--- src/core/gpio_pkg.sv ---
// shared constants, register map and carrier types for the change-detect port
`default_nettype none
package gpio_pkg;
  // ****************************************
  // widths
  // ****************************************
  localparam int PORT_W = 6; // six port pins
  localparam int INPUT_ONLY_BIT = 3; // pin 3 has no driver
  localparam int REG_COUNT = 8; // words in the register file
  // ****************************************
  // register byte addresses
  // ****************************************
  localparam logic [11:0] OFF_PIN_LEVELS = 12'h000; // port_pin_levels
  localparam logic [11:0] OFF_DIRECTION = 12'h004; // port_direction
  localparam logic [11:0] OFF_LATCH = 12'h008; // port_output_latch
  localparam logic [11:0] OFF_ANALOG = 12'h00c; // port_analog_select
  localparam logic [11:0] OFF_RISE_EN = 12'h010; // rising_detect_enable
  localparam logic [11:0] OFF_FALL_EN = 12'h014; // falling_detect_enable
  localparam logic [11:0] OFF_FLAGS = 12'h018; // change_flags
  localparam logic [11:0] OFF_CONTROL = 12'h01c; // master enable, summary, pin select
  // ****************************************
  // control register fields
  // ****************************************
  localparam int CTL_MASTER_EN = 0; // change_irq_master_enable
  localparam int CTL_SUMMARY = 1; // change_irq_summary, read only
  localparam int CTL_SEL_WAVE_A = 2; // wavegen a at alternate pin
  localparam int CTL_SEL_WAVE_B = 3; // wavegen b at alternate pin
  localparam int CTL_SEL_LOGIC1 = 4; // logic cell 1 at alternate pin
  localparam int CTL_SEL_NCO = 5; // numeric oscillator at alternate pin
  // ****************************************
  // reset values
  // ****************************************
  localparam logic [5:0] RST_DIRECTION = 6'h3f; // all inputs
  localparam logic [5:0] RST_LATCH = 6'h00;
  localparam logic [5:0] RST_ANALOG = 6'h17; // analog pins 0,1,2,4
  localparam logic [5:0] RST_ZERO6 = 6'h00;
  localparam logic [5:0] INPUT_ONLY_MASK = 6'h08; // direction forced high
  localparam logic [31:0] RD_ZERO = 32'h0000_0000;
  // ****************************************
  // carriers
  // ****************************************
  // peripheral output sources, each value with its enable
  typedef struct packed {
    logic prog_data_en, prog_data;
    logic dac1_en, dac2_en; // analog outputs drive level of enable only
    logic wave_a_en, wave_a;
    logic wave_b_en, wave_b;
    logic logic1_en, logic1;
    logic logic2_en, logic2;
    logic cmp1_en, cmp1;
    logic nco_en, nco;
    logic clock_output_pin_en, clock_output_pin;
    logic [3:0] pwm_en;
    logic [3:0] pwm;
  } periph_src_t;
  // pin drive bundle
  typedef struct packed {
    logic [5:0] level;
    logic [5:0] oe;
  } pin_drive_t;
endpackage
`default_nettype wire

--- src/core/gpio_regfile.sv ---
// small register memory: registered read data, one write port
`timescale 1ns/1ns
`default_nettype none
module gpio_regfile
(
  input wire logic mclk_in,
  input wire logic sys_rst_in,
  input wire logic we_in,
  input wire logic [2:0] waddr_in,
  input wire logic [31:0] wdata_in,
  input wire logic [2:0] raddr_in,
  output logic [31:0] rdata_out
);
  // scratch word store, cleared at reset
  logic [31:0] mem_reg [0:gpio_pkg::REG_COUNT-1];
  // ****************************************
  // storage and registered read
  // ****************************************
  always_ff @(posedge mclk_in)
  begin
    if (sys_rst_in)
    begin
      rdata_out <= gpio_pkg::RD_ZERO;
      for (int i = 0; i < gpio_pkg::REG_COUNT; i++)
        mem_reg[i] <= gpio_pkg::RD_ZERO;
    end
    else
    begin
      if (we_in)
        mem_reg[waddr_in] <= wdata_in;
      rdata_out <= mem_reg[raddr_in];
    end
  end
endmodule
`default_nettype wire

--- src/core/port_with_change_interrupt.sv ---
// six-pin port with output priority mux and change detection, apb slave
`timescale 1ns/1ns
`default_nettype none
module port_with_change_interrupt
(
  input wire logic mclk_in,
  input wire logic sys_rst_in,
  input wire logic psel_in,
  input wire logic penable_in,
  input wire logic pwrite_in,
  input wire logic [11:0] paddr_in,
  input wire logic [31:0] pwdata_in,
  input wire logic [3:0] pstrb_in,
  output logic [31:0] prdata_out,
  output logic pready_out,
  output logic pslverr_out,
  input wire logic [5:0] pin_in,
  output logic [5:0] pin_out,
  output logic [5:0] pin_oe_out,
  input wire gpio_pkg::periph_src_t periph_in,
  input wire logic sleep_in,
  output logic change_irq_out,
  output logic wake_out
);
  // ****************************************
  // state
  // ****************************************
  typedef enum logic [1:0] {BUS_IDLE, BUS_READ, BUS_DONE} bus_state_t;
  typedef struct packed {
    bus_state_t bus; // apb answer sequencing
    logic [5:0] sync1; // first synchroniser stage
    logic [5:0] sync2; // second stage
    logic [5:0] prev; // previous synchronised sample
    logic [5:0] dir; // port_direction
    logic [5:0] latch; // port_output_latch
    logic [5:0] analog; // port_analog_select
    logic [5:0] rise_en; // rising_detect_enable
    logic [5:0] fall_en; // falling_detect_enable
    logic [5:0] flags; // change_flags
    logic [5:0] ctl; // master enable and pin selects
    logic [31:0] rdata;
    logic ready;
    logic slverr;
    logic [5:0] pin_lvl;
    logic [5:0] pin_oe;
    logic irq;
    logic wake;
  } state_t;
  state_t state_reg;
  state_t state_next;
  // helper wires
  logic [5:0] dig_in; // digital read view of the pins
  logic [5:0] edges; // enabled edges this cycle
  logic [5:0] src_en; // some peripheral owns the pin
  logic [5:0] src_val; // that peripheral's level
  logic setup; // apb setup phase seen
  logic wr_now; // access phase write
  logic [31:0] mem_rdata; // scratch word from memory
  logic mem_we; // tied low: the scratch store is never written
  logic is_spare; // address lies in no mapped register
  gpio_pkg::periph_src_t p;
  assign p = periph_in;
  // ****************************************
  // input view and edge detection
  // ****************************************
  // analog pins read zero; the sample already passed two flops
  assign dig_in = state_reg.sync2 & ~state_reg.analog;
  // compare consecutive synchronised samples per enable
  assign edges = (state_reg.sync2 & ~state_reg.prev & state_reg.rise_en)
    | (~state_reg.sync2 & state_reg.prev & state_reg.fall_en);
  // ****************************************
  // output priority mux, fixed order
  // ****************************************
  // dac outputs win the pin (dac1 only below prog_data on pin 0) and drive its level low
  always_comb
  begin
    src_en = 6'h00;
    src_val = 6'h00;
    // pin 0
    if (p.prog_data_en)
    begin
      src_en[0] = 1'b1;
      src_val[0] = p.prog_data;
    end
    else if (p.dac1_en)
      src_en[0] = 1'b1;
    else if (p.wave_b_en && !state_reg.ctl[gpio_pkg::CTL_SEL_WAVE_B])
    begin
      src_en[0] = 1'b1;
      src_val[0] = p.wave_b;
    end
    else if (p.pwm_en[1])
    begin
      src_en[0] = 1'b1;
      src_val[0] = p.pwm[1];
    end
    // pin 1
    if (p.nco_en && !state_reg.ctl[gpio_pkg::CTL_SEL_NCO])
    begin
      src_en[1] = 1'b1;
      src_val[1] = p.nco;
    end
    // pin 2
    if (p.dac2_en)
      src_en[2] = 1'b1;
    else if (p.wave_a_en && !state_reg.ctl[gpio_pkg::CTL_SEL_WAVE_A])
    begin
      src_en[2] = 1'b1;
      src_val[2] = p.wave_a;
    end
    else if (p.logic1_en && !state_reg.ctl[gpio_pkg::CTL_SEL_LOGIC1])
    begin
      src_en[2] = 1'b1;
      src_val[2] = p.logic1;
    end
    else if (p.cmp1_en)
    begin
      src_en[2] = 1'b1;
      src_val[2] = p.cmp1;
    end
    else if (p.pwm_en[0])
    begin
      src_en[2] = 1'b1;
      src_val[2] = p.pwm[0];
    end
    // pin 4
    if (p.clock_output_pin_en)
    begin
      src_en[4] = 1'b1;
      src_val[4] = p.clock_output_pin;
    end
    else if (p.wave_b_en && state_reg.ctl[gpio_pkg::CTL_SEL_WAVE_B])
    begin
      src_en[4] = 1'b1;
      src_val[4] = p.wave_b;
    end
    else if (p.logic1_en && state_reg.ctl[gpio_pkg::CTL_SEL_LOGIC1])
    begin
      src_en[4] = 1'b1;
      src_val[4] = p.logic1;
    end
    else if (p.pwm_en[2])
    begin
      src_en[4] = 1'b1;
      src_val[4] = p.pwm[2];
    end
    // pin 5
    if (p.wave_a_en && state_reg.ctl[gpio_pkg::CTL_SEL_WAVE_A])
    begin
      src_en[5] = 1'b1;
      src_val[5] = p.wave_a;
    end
    else if (p.logic2_en)
    begin
      src_en[5] = 1'b1;
      src_val[5] = p.logic2;
    end
    else if (p.nco_en && state_reg.ctl[gpio_pkg::CTL_SEL_NCO])
    begin
      src_en[5] = 1'b1;
      src_val[5] = p.nco;
    end
    else if (p.pwm_en[3])
    begin
      src_en[5] = 1'b1;
      src_val[5] = p.pwm[3];
    end
  end
  // ****************************************
  // bus decode
  // ****************************************
  assign setup = psel_in && !penable_in;
  assign wr_now = psel_in && penable_in && pwrite_in && state_reg.ready;
  assign is_spare = (paddr_in[11:5] != 7'h00) || (paddr_in[1:0] != 2'b00);
  assign mem_we = 1'b0; // map is dense: scratch store stays read-only zero
  gpio_regfile u_regs
  (
    .mclk_in(mclk_in),
    .sys_rst_in(sys_rst_in),
    .we_in(mem_we),
    .waddr_in(paddr_in[4:2]),
    .wdata_in(pwdata_in),
    .raddr_in(paddr_in[4:2]),
    .rdata_out(mem_rdata)
  );
  // ****************************************
  // next state
  // ****************************************
  always_comb
  begin
    state_next = state_reg;
    state_next.sync1 = pin_in;
    state_next.sync2 = state_reg.sync1;
    state_next.prev = state_reg.sync2;
    state_next.ready = 1'b0;
    state_next.slverr = 1'b0;
    // apb: setup, one wait cycle, then ready for one cycle
    case (state_reg.bus)
      BUS_IDLE:
        if (setup)
          state_next.bus = BUS_READ;
      BUS_READ:
      begin
        state_next.bus = BUS_DONE;
        state_next.ready = 1'b1;
        state_next.slverr = is_spare;
        state_next.rdata = gpio_pkg::RD_ZERO;
        case (paddr_in)
          gpio_pkg::OFF_PIN_LEVELS: state_next.rdata[5:0] = dig_in;
          gpio_pkg::OFF_DIRECTION:
            state_next.rdata[5:0] = state_reg.dir | gpio_pkg::INPUT_ONLY_MASK;
          gpio_pkg::OFF_LATCH: state_next.rdata[5:0] = state_reg.latch;
          gpio_pkg::OFF_ANALOG: state_next.rdata[5:0] = state_reg.analog;
          gpio_pkg::OFF_RISE_EN: state_next.rdata[5:0] = state_reg.rise_en;
          gpio_pkg::OFF_FALL_EN: state_next.rdata[5:0] = state_reg.fall_en;
          gpio_pkg::OFF_FLAGS: state_next.rdata[5:0] = state_reg.flags;
          gpio_pkg::OFF_CONTROL:
          begin
            state_next.rdata[5:0] = state_reg.ctl;
            state_next.rdata[gpio_pkg::CTL_SUMMARY] = |state_reg.flags;
          end
          default: state_next.rdata = mem_rdata;
        endcase
        if (pwrite_in)
          state_next.rdata = gpio_pkg::RD_ZERO;
      end
      BUS_DONE:
        state_next.bus = BUS_IDLE;
      default:
        state_next.bus = BUS_IDLE;
    endcase
    // register writes take effect at the ready edge
    if (wr_now && pstrb_in[0])
    begin
      case (paddr_in)
        // port write: written data goes straight to the latch
        gpio_pkg::OFF_PIN_LEVELS: state_next.latch = pwdata_in[5:0];
        gpio_pkg::OFF_DIRECTION: state_next.dir = pwdata_in[5:0];
        gpio_pkg::OFF_LATCH: state_next.latch = pwdata_in[5:0];
        gpio_pkg::OFF_ANALOG: state_next.analog = pwdata_in[5:0];
        gpio_pkg::OFF_RISE_EN: state_next.rise_en = pwdata_in[5:0];
        gpio_pkg::OFF_FALL_EN: state_next.fall_en = pwdata_in[5:0];
        gpio_pkg::OFF_FLAGS: state_next.flags = state_reg.flags & pwdata_in[5:0];
        gpio_pkg::OFF_CONTROL:
        begin
          state_next.ctl = pwdata_in[5:0];
          state_next.ctl[gpio_pkg::CTL_SUMMARY] = 1'b0;
        end
        default: state_next.ctl = state_reg.ctl;
      endcase
    end
    // new edges win over any clear in the same cycle; also counted in sleep
    state_next.flags = state_next.flags | edges;
    // driver: direction and the pin 3 input-only mask gate, analog select ignored
    state_next.pin_oe = ~(state_reg.dir | gpio_pkg::INPUT_ONLY_MASK);
    // peripheral drives ahead of the latch, analog or not
    state_next.pin_lvl = (src_en & src_val) | (~src_en & state_reg.latch);
    state_next.irq = state_reg.ctl[gpio_pkg::CTL_MASTER_EN] && (|state_reg.flags);
    state_next.wake = state_next.irq && sleep_in;
  end
  // ****************************************
  // registers
  // ****************************************
  always_ff @(posedge mclk_in)
  begin
    if (sys_rst_in)
    begin
      state_reg <= '0;
      state_reg.bus <= BUS_IDLE;
      state_reg.dir <= gpio_pkg::RST_DIRECTION;
      state_reg.latch <= gpio_pkg::RST_LATCH;
      state_reg.analog <= gpio_pkg::RST_ANALOG;
      state_reg.flags <= gpio_pkg::RST_ZERO6;
    end
    else
      state_reg <= state_next;
  end
  assign prdata_out = state_reg.rdata;
  assign pready_out = state_reg.ready;
  assign pslverr_out = state_reg.slverr;
  assign pin_out = state_reg.pin_lvl;
  assign pin_oe_out = state_reg.pin_oe;
  assign change_irq_out = state_reg.irq;
  assign wake_out = state_reg.wake;
endmodule
`default_nettype wire

--- config.mk ---
export PLATFORM = sky130hd
export DESIGN_NAME = port_with_change_interrupt
export DESIGN_NICKNAME = d
export VERILOG_FILES = /design/src/core/gpio_pkg.sv /design/src/core/gpio_regfile.sv /design/src/core/port_with_change_interrupt.sv
export SDC_FILE = /design/constraint.sdc
export NUM_CORES = 1
export LEC_CHECK = 0
export ABC_CLOCK_PERIOD_IN_PS = 2360
export BUFFER_PORTS_ARGS = -buffer_cell sky130_fd_sc_hd__buf_2
export CORE_MARGIN = 5
export CORE_UTILIZATION = 46
export DETAILED_ROUTE_END_ITERATION = 8
export PLACE_DENSITY = 0.86
export SLEW_MARGIN = 40
export SYNTH_ARGS = -nofsm -noshare
export SYNTH_HDL_FRONTEND = slang
export SYNTH_SLANG_ARGS = --single-unit
--- constraint.sdc ---
create_clock -name mclk_in -period 2.36 [get_ports mclk_in]
set_clock_uncertainty 0.2 [all_clocks]
set_input_delay 0.236 -clock mclk_in [delete_from_list [all_inputs] [get_ports mclk_in]]
set_output_delay 0.236 -clock mclk_in [all_outputs]
set_load 0.01 [all_outputs]
==> impl_metrics.env <==
export IMPL_status="complete, no violations"
export IMPL_fp_dieH_um=101
export IMPL_post_synth_top_area_fraction_pct=42.8
export IMPL_vias=3027
export IMPL_yosysWarningCount=0
export IMPL_drc=0
export IMPL_gp_congestion=0.866
export IMPL_coreArea_um2=8130
export IMPL_drt_iter0_drc=198
export IMPL_power_uw=2710
export IMPL_viasPerCell=5.20
export IMPL_seq_area_frac_synth_pct=42.8
export IMPL_rsz0062_at_grt="no"
export IMPL_synth_async_reset_ratio_pct=0
export IMPL_setup_tns_final_ps=0
export IMPL_synth_edf_count=0
export IMPL_cts_setup_buffers=0
export IMPL_ant_nets=0
export IMPL_whs_ps=15.7
export IMPL_maxSlewViolCount=0
export IMPL_r2r_end="pin_out[2]$_SDFF_PP0_"
export IMPL_mostFrequentLayoutCells="81 x dfxtp_1, 77 x buf_2, 49 x mux2i_1, 37 x nand2b_1"
export IMPL_critical_path_startpoint="periph_in[14]"
export IMPL_avgSynthCellArea_um2=9.71
export IMPL_min_to="prdata_out[3]$_SDFFE_PP0P_"
export IMPL_fin_util_pct=55.5
export IMPL_cts_buffers=9
export IMPL_cts_buffer_depth=2
export IMPL_ir_worst_vdd_mv=0.304
export IMPL_criticalPathCategory="in -> reg"
export IMPL_worst_pin_slew_ps=702
export IMPL_min_period_over_period_pct=94.0
export IMPL_worstPathMaxFanout=1
export IMPL_start_util_pct=46.5
export IMPL_worstHoldStart="pwrite_in"
export IMPL_period_minus_slack_ps=2220
export IMPL_drive_above_1_share_pct=23.7
export IMPL_rows=33
export IMPL_postLayoutSetupSlackWorst_ps=142
export IMPL_max_freq_ghz=0.451
export IMPL_syn_inst=390
export IMPL_startpoint_type="primary input"
export IMPL_place_ws_ps=200
export IMPL_synthToLayoutAreaGrowth_pct=19.2
export IMPL_io_pins=134
export IMPL_r2r_start="state_reg[52]$_SDFFE_PP0P_"
export IMPL_grt_antenna_before_repair=1
export IMPL_grt_pass1_wl_mm=14.1
export IMPL_largest_reg_flops=48
export IMPL_drv_cap=0
export IMPL_setup_viol=0
export IMPL_nets=559
export IMPL_yosys_area_top_type="dfxtp_1"
export IMPL_crit_arrival_ps=2310
export IMPL_ctsResizeCount=0
export IMPL_wl_per_cell_um=15.0
export IMPL_grt_overflow=0
export IMPL_leakagePower_uw=0.00201
export IMPL_first_global_vias=2885
export IMPL_ys_ff_latch=81
export IMPL_clock_latency_ps=340
export IMPL_yosys_top_cells_area="dfxtp_1 43%, mux2i_1 13%, buf_4 8.7%, nand2b_1 6.1%, nor2b_1 3.5%"
export IMPL_required_ps=2450
export IMPL_grt_max_degree=41
export IMPL_hpwl_mm=6.36
export IMPL_cts_tree="yes"
export IMPL_p_per_area_nw_per_um2=601
export IMPL_ctsHtreeMaxLevel=3
export IMPL_firstDrtPassIters=5
export IMPL_clk_pin_slew_ps=80
export IMPL_endpoint_kind="flip-flop"
export IMPL_gr_usage_all_layers_pct=17.5
export IMPL_synth_ff_type="dfxtp_1"
export IMPL_worstHoldPathCells=3
export IMPL_antenna_cells=0
export IMPL_fillers=682
export IMPL_syn_cell_area_um2=3790
export IMPL_hold_violations=0
export IMPL_finalWirelength_mm=8.74
export IMPL_layout_commonest_cell="dfxtp_1"
export IMPL_dieArea_um2=10100
export IMPL_clock_sinks=81
export IMPL_hp_class="in -> reg"
export IMPL_port_buffers=77
export IMPL_root_buffer="clkbuf_8"
export IMPL_r2r_cells=5
export IMPL_maxSlewHeadroom_pct=53.2
export IMPL_r2r_slack_ps=450
export IMPL_ys_types=44
export IMPL_die_w_um=101
[worst max-delay path: stages]
cell and delay (ps):
dlygate4sd3_1 530, buf_2 100, nand2_1 40, dlygate4sd3_1 560
a311oi_1 270, dlygate4sd3_1 570
[cells in the mapped netlist, types with 3 or more instances]
library cell,number
o41ai_1,6
or3_1,3
dfxtp_1,81
o21ai_0,8
a31oi_1,9
a21oi_1,10
buf_2,6
mux2i_1,49
nor2b_1,21
inv_1,4
a221oi_1,5
or4_1,3
nand3b_1,13
nand2_1,15
nand2b_1,37
clkbuf_1,10
buf_4,44
mux4_2,3
nor2_1,27
and3_1,3
or3b_2,4
o22ai_1,3
[layout make-up]
cell class	instances	area, um^2	area share (%)
Tap cell	105	131	2.91
Clock inverter	2	35.0	0.776
Sequential cell	81	1620	35.9
Clock buffer	13	179	3.97
Multi-Input combinational cell	269	1840	40.8
Inverter	4	15.0	0.333
Timing Repair Buffer	108	688	15.3
[layer usage]
| metal | GRT usage (%) | share of wire (%) | up-vias | wire [um] |
|---|---|---|---|---|
| met3 | 4.01 | 9.7 | 18 | 849 |
| met5 | 0 | 0.15 | - | 13 |
| met1 | 21.9 | 41 | 1401 | 3580 |
| li1 | - | - | 1461 | - |
| met2 | 28.3 | 47 | 145 | 4120 |
| met4 | 8.70 | 2.0 | 2 | 176 |
[where the power goes]
group	internal, uW	switching (uW)
registers	1380	8.32
logic	121	130
clock network	597	471
total	2100	609
[through the flow]
stage / cells / instance area, um^2
after floorplan: 416 / 3880
after global placement: 544 / 4070
after detailed placement: 544 / 4070
after CTS: 582 / 4510
after global routing: 582 / 4510
final: 582 / 4510
[kinds of logic (layout without fill, tap and decap cells)]
group,count (synthesis),count (layout),synth area share [%]
and+or+nand+nor,139,139,21.8
DFF,81,81,42.8
buffers and inverters,66,127,11.1
muxes,53,53,15.0
AOI/OAI and AO/OA,50,50,9.09
other,1,27,0.0990
[how the worst max path moves through the flow]
stage                     slack (ps)                         end  depth (start not counted)
after global placement           260  state_reg[69]$_SDFFE_PP0P_                          5
after floorplan                  590  state_reg[69]$_SDFFE_PP0P_                          5
final                            140       pin_out[5]$_SDFF_PP0_                          6
after detailed placement         200  state_reg[71]$_SDFFE_PP0P_                          5
after global routing              30  state_reg[83]$_SDFFE_PP0P_                          6
after CTS                        170  state_reg[71]$_SDFFE_PP0P_                          6
[what timing repair did]
item | CTS | global route
hold buffers | 23 | 0
setup endpoints to repair | 0 | 0
endpoints found under the hold margin | 16 | 0
(Power assumes the default switching activity.)
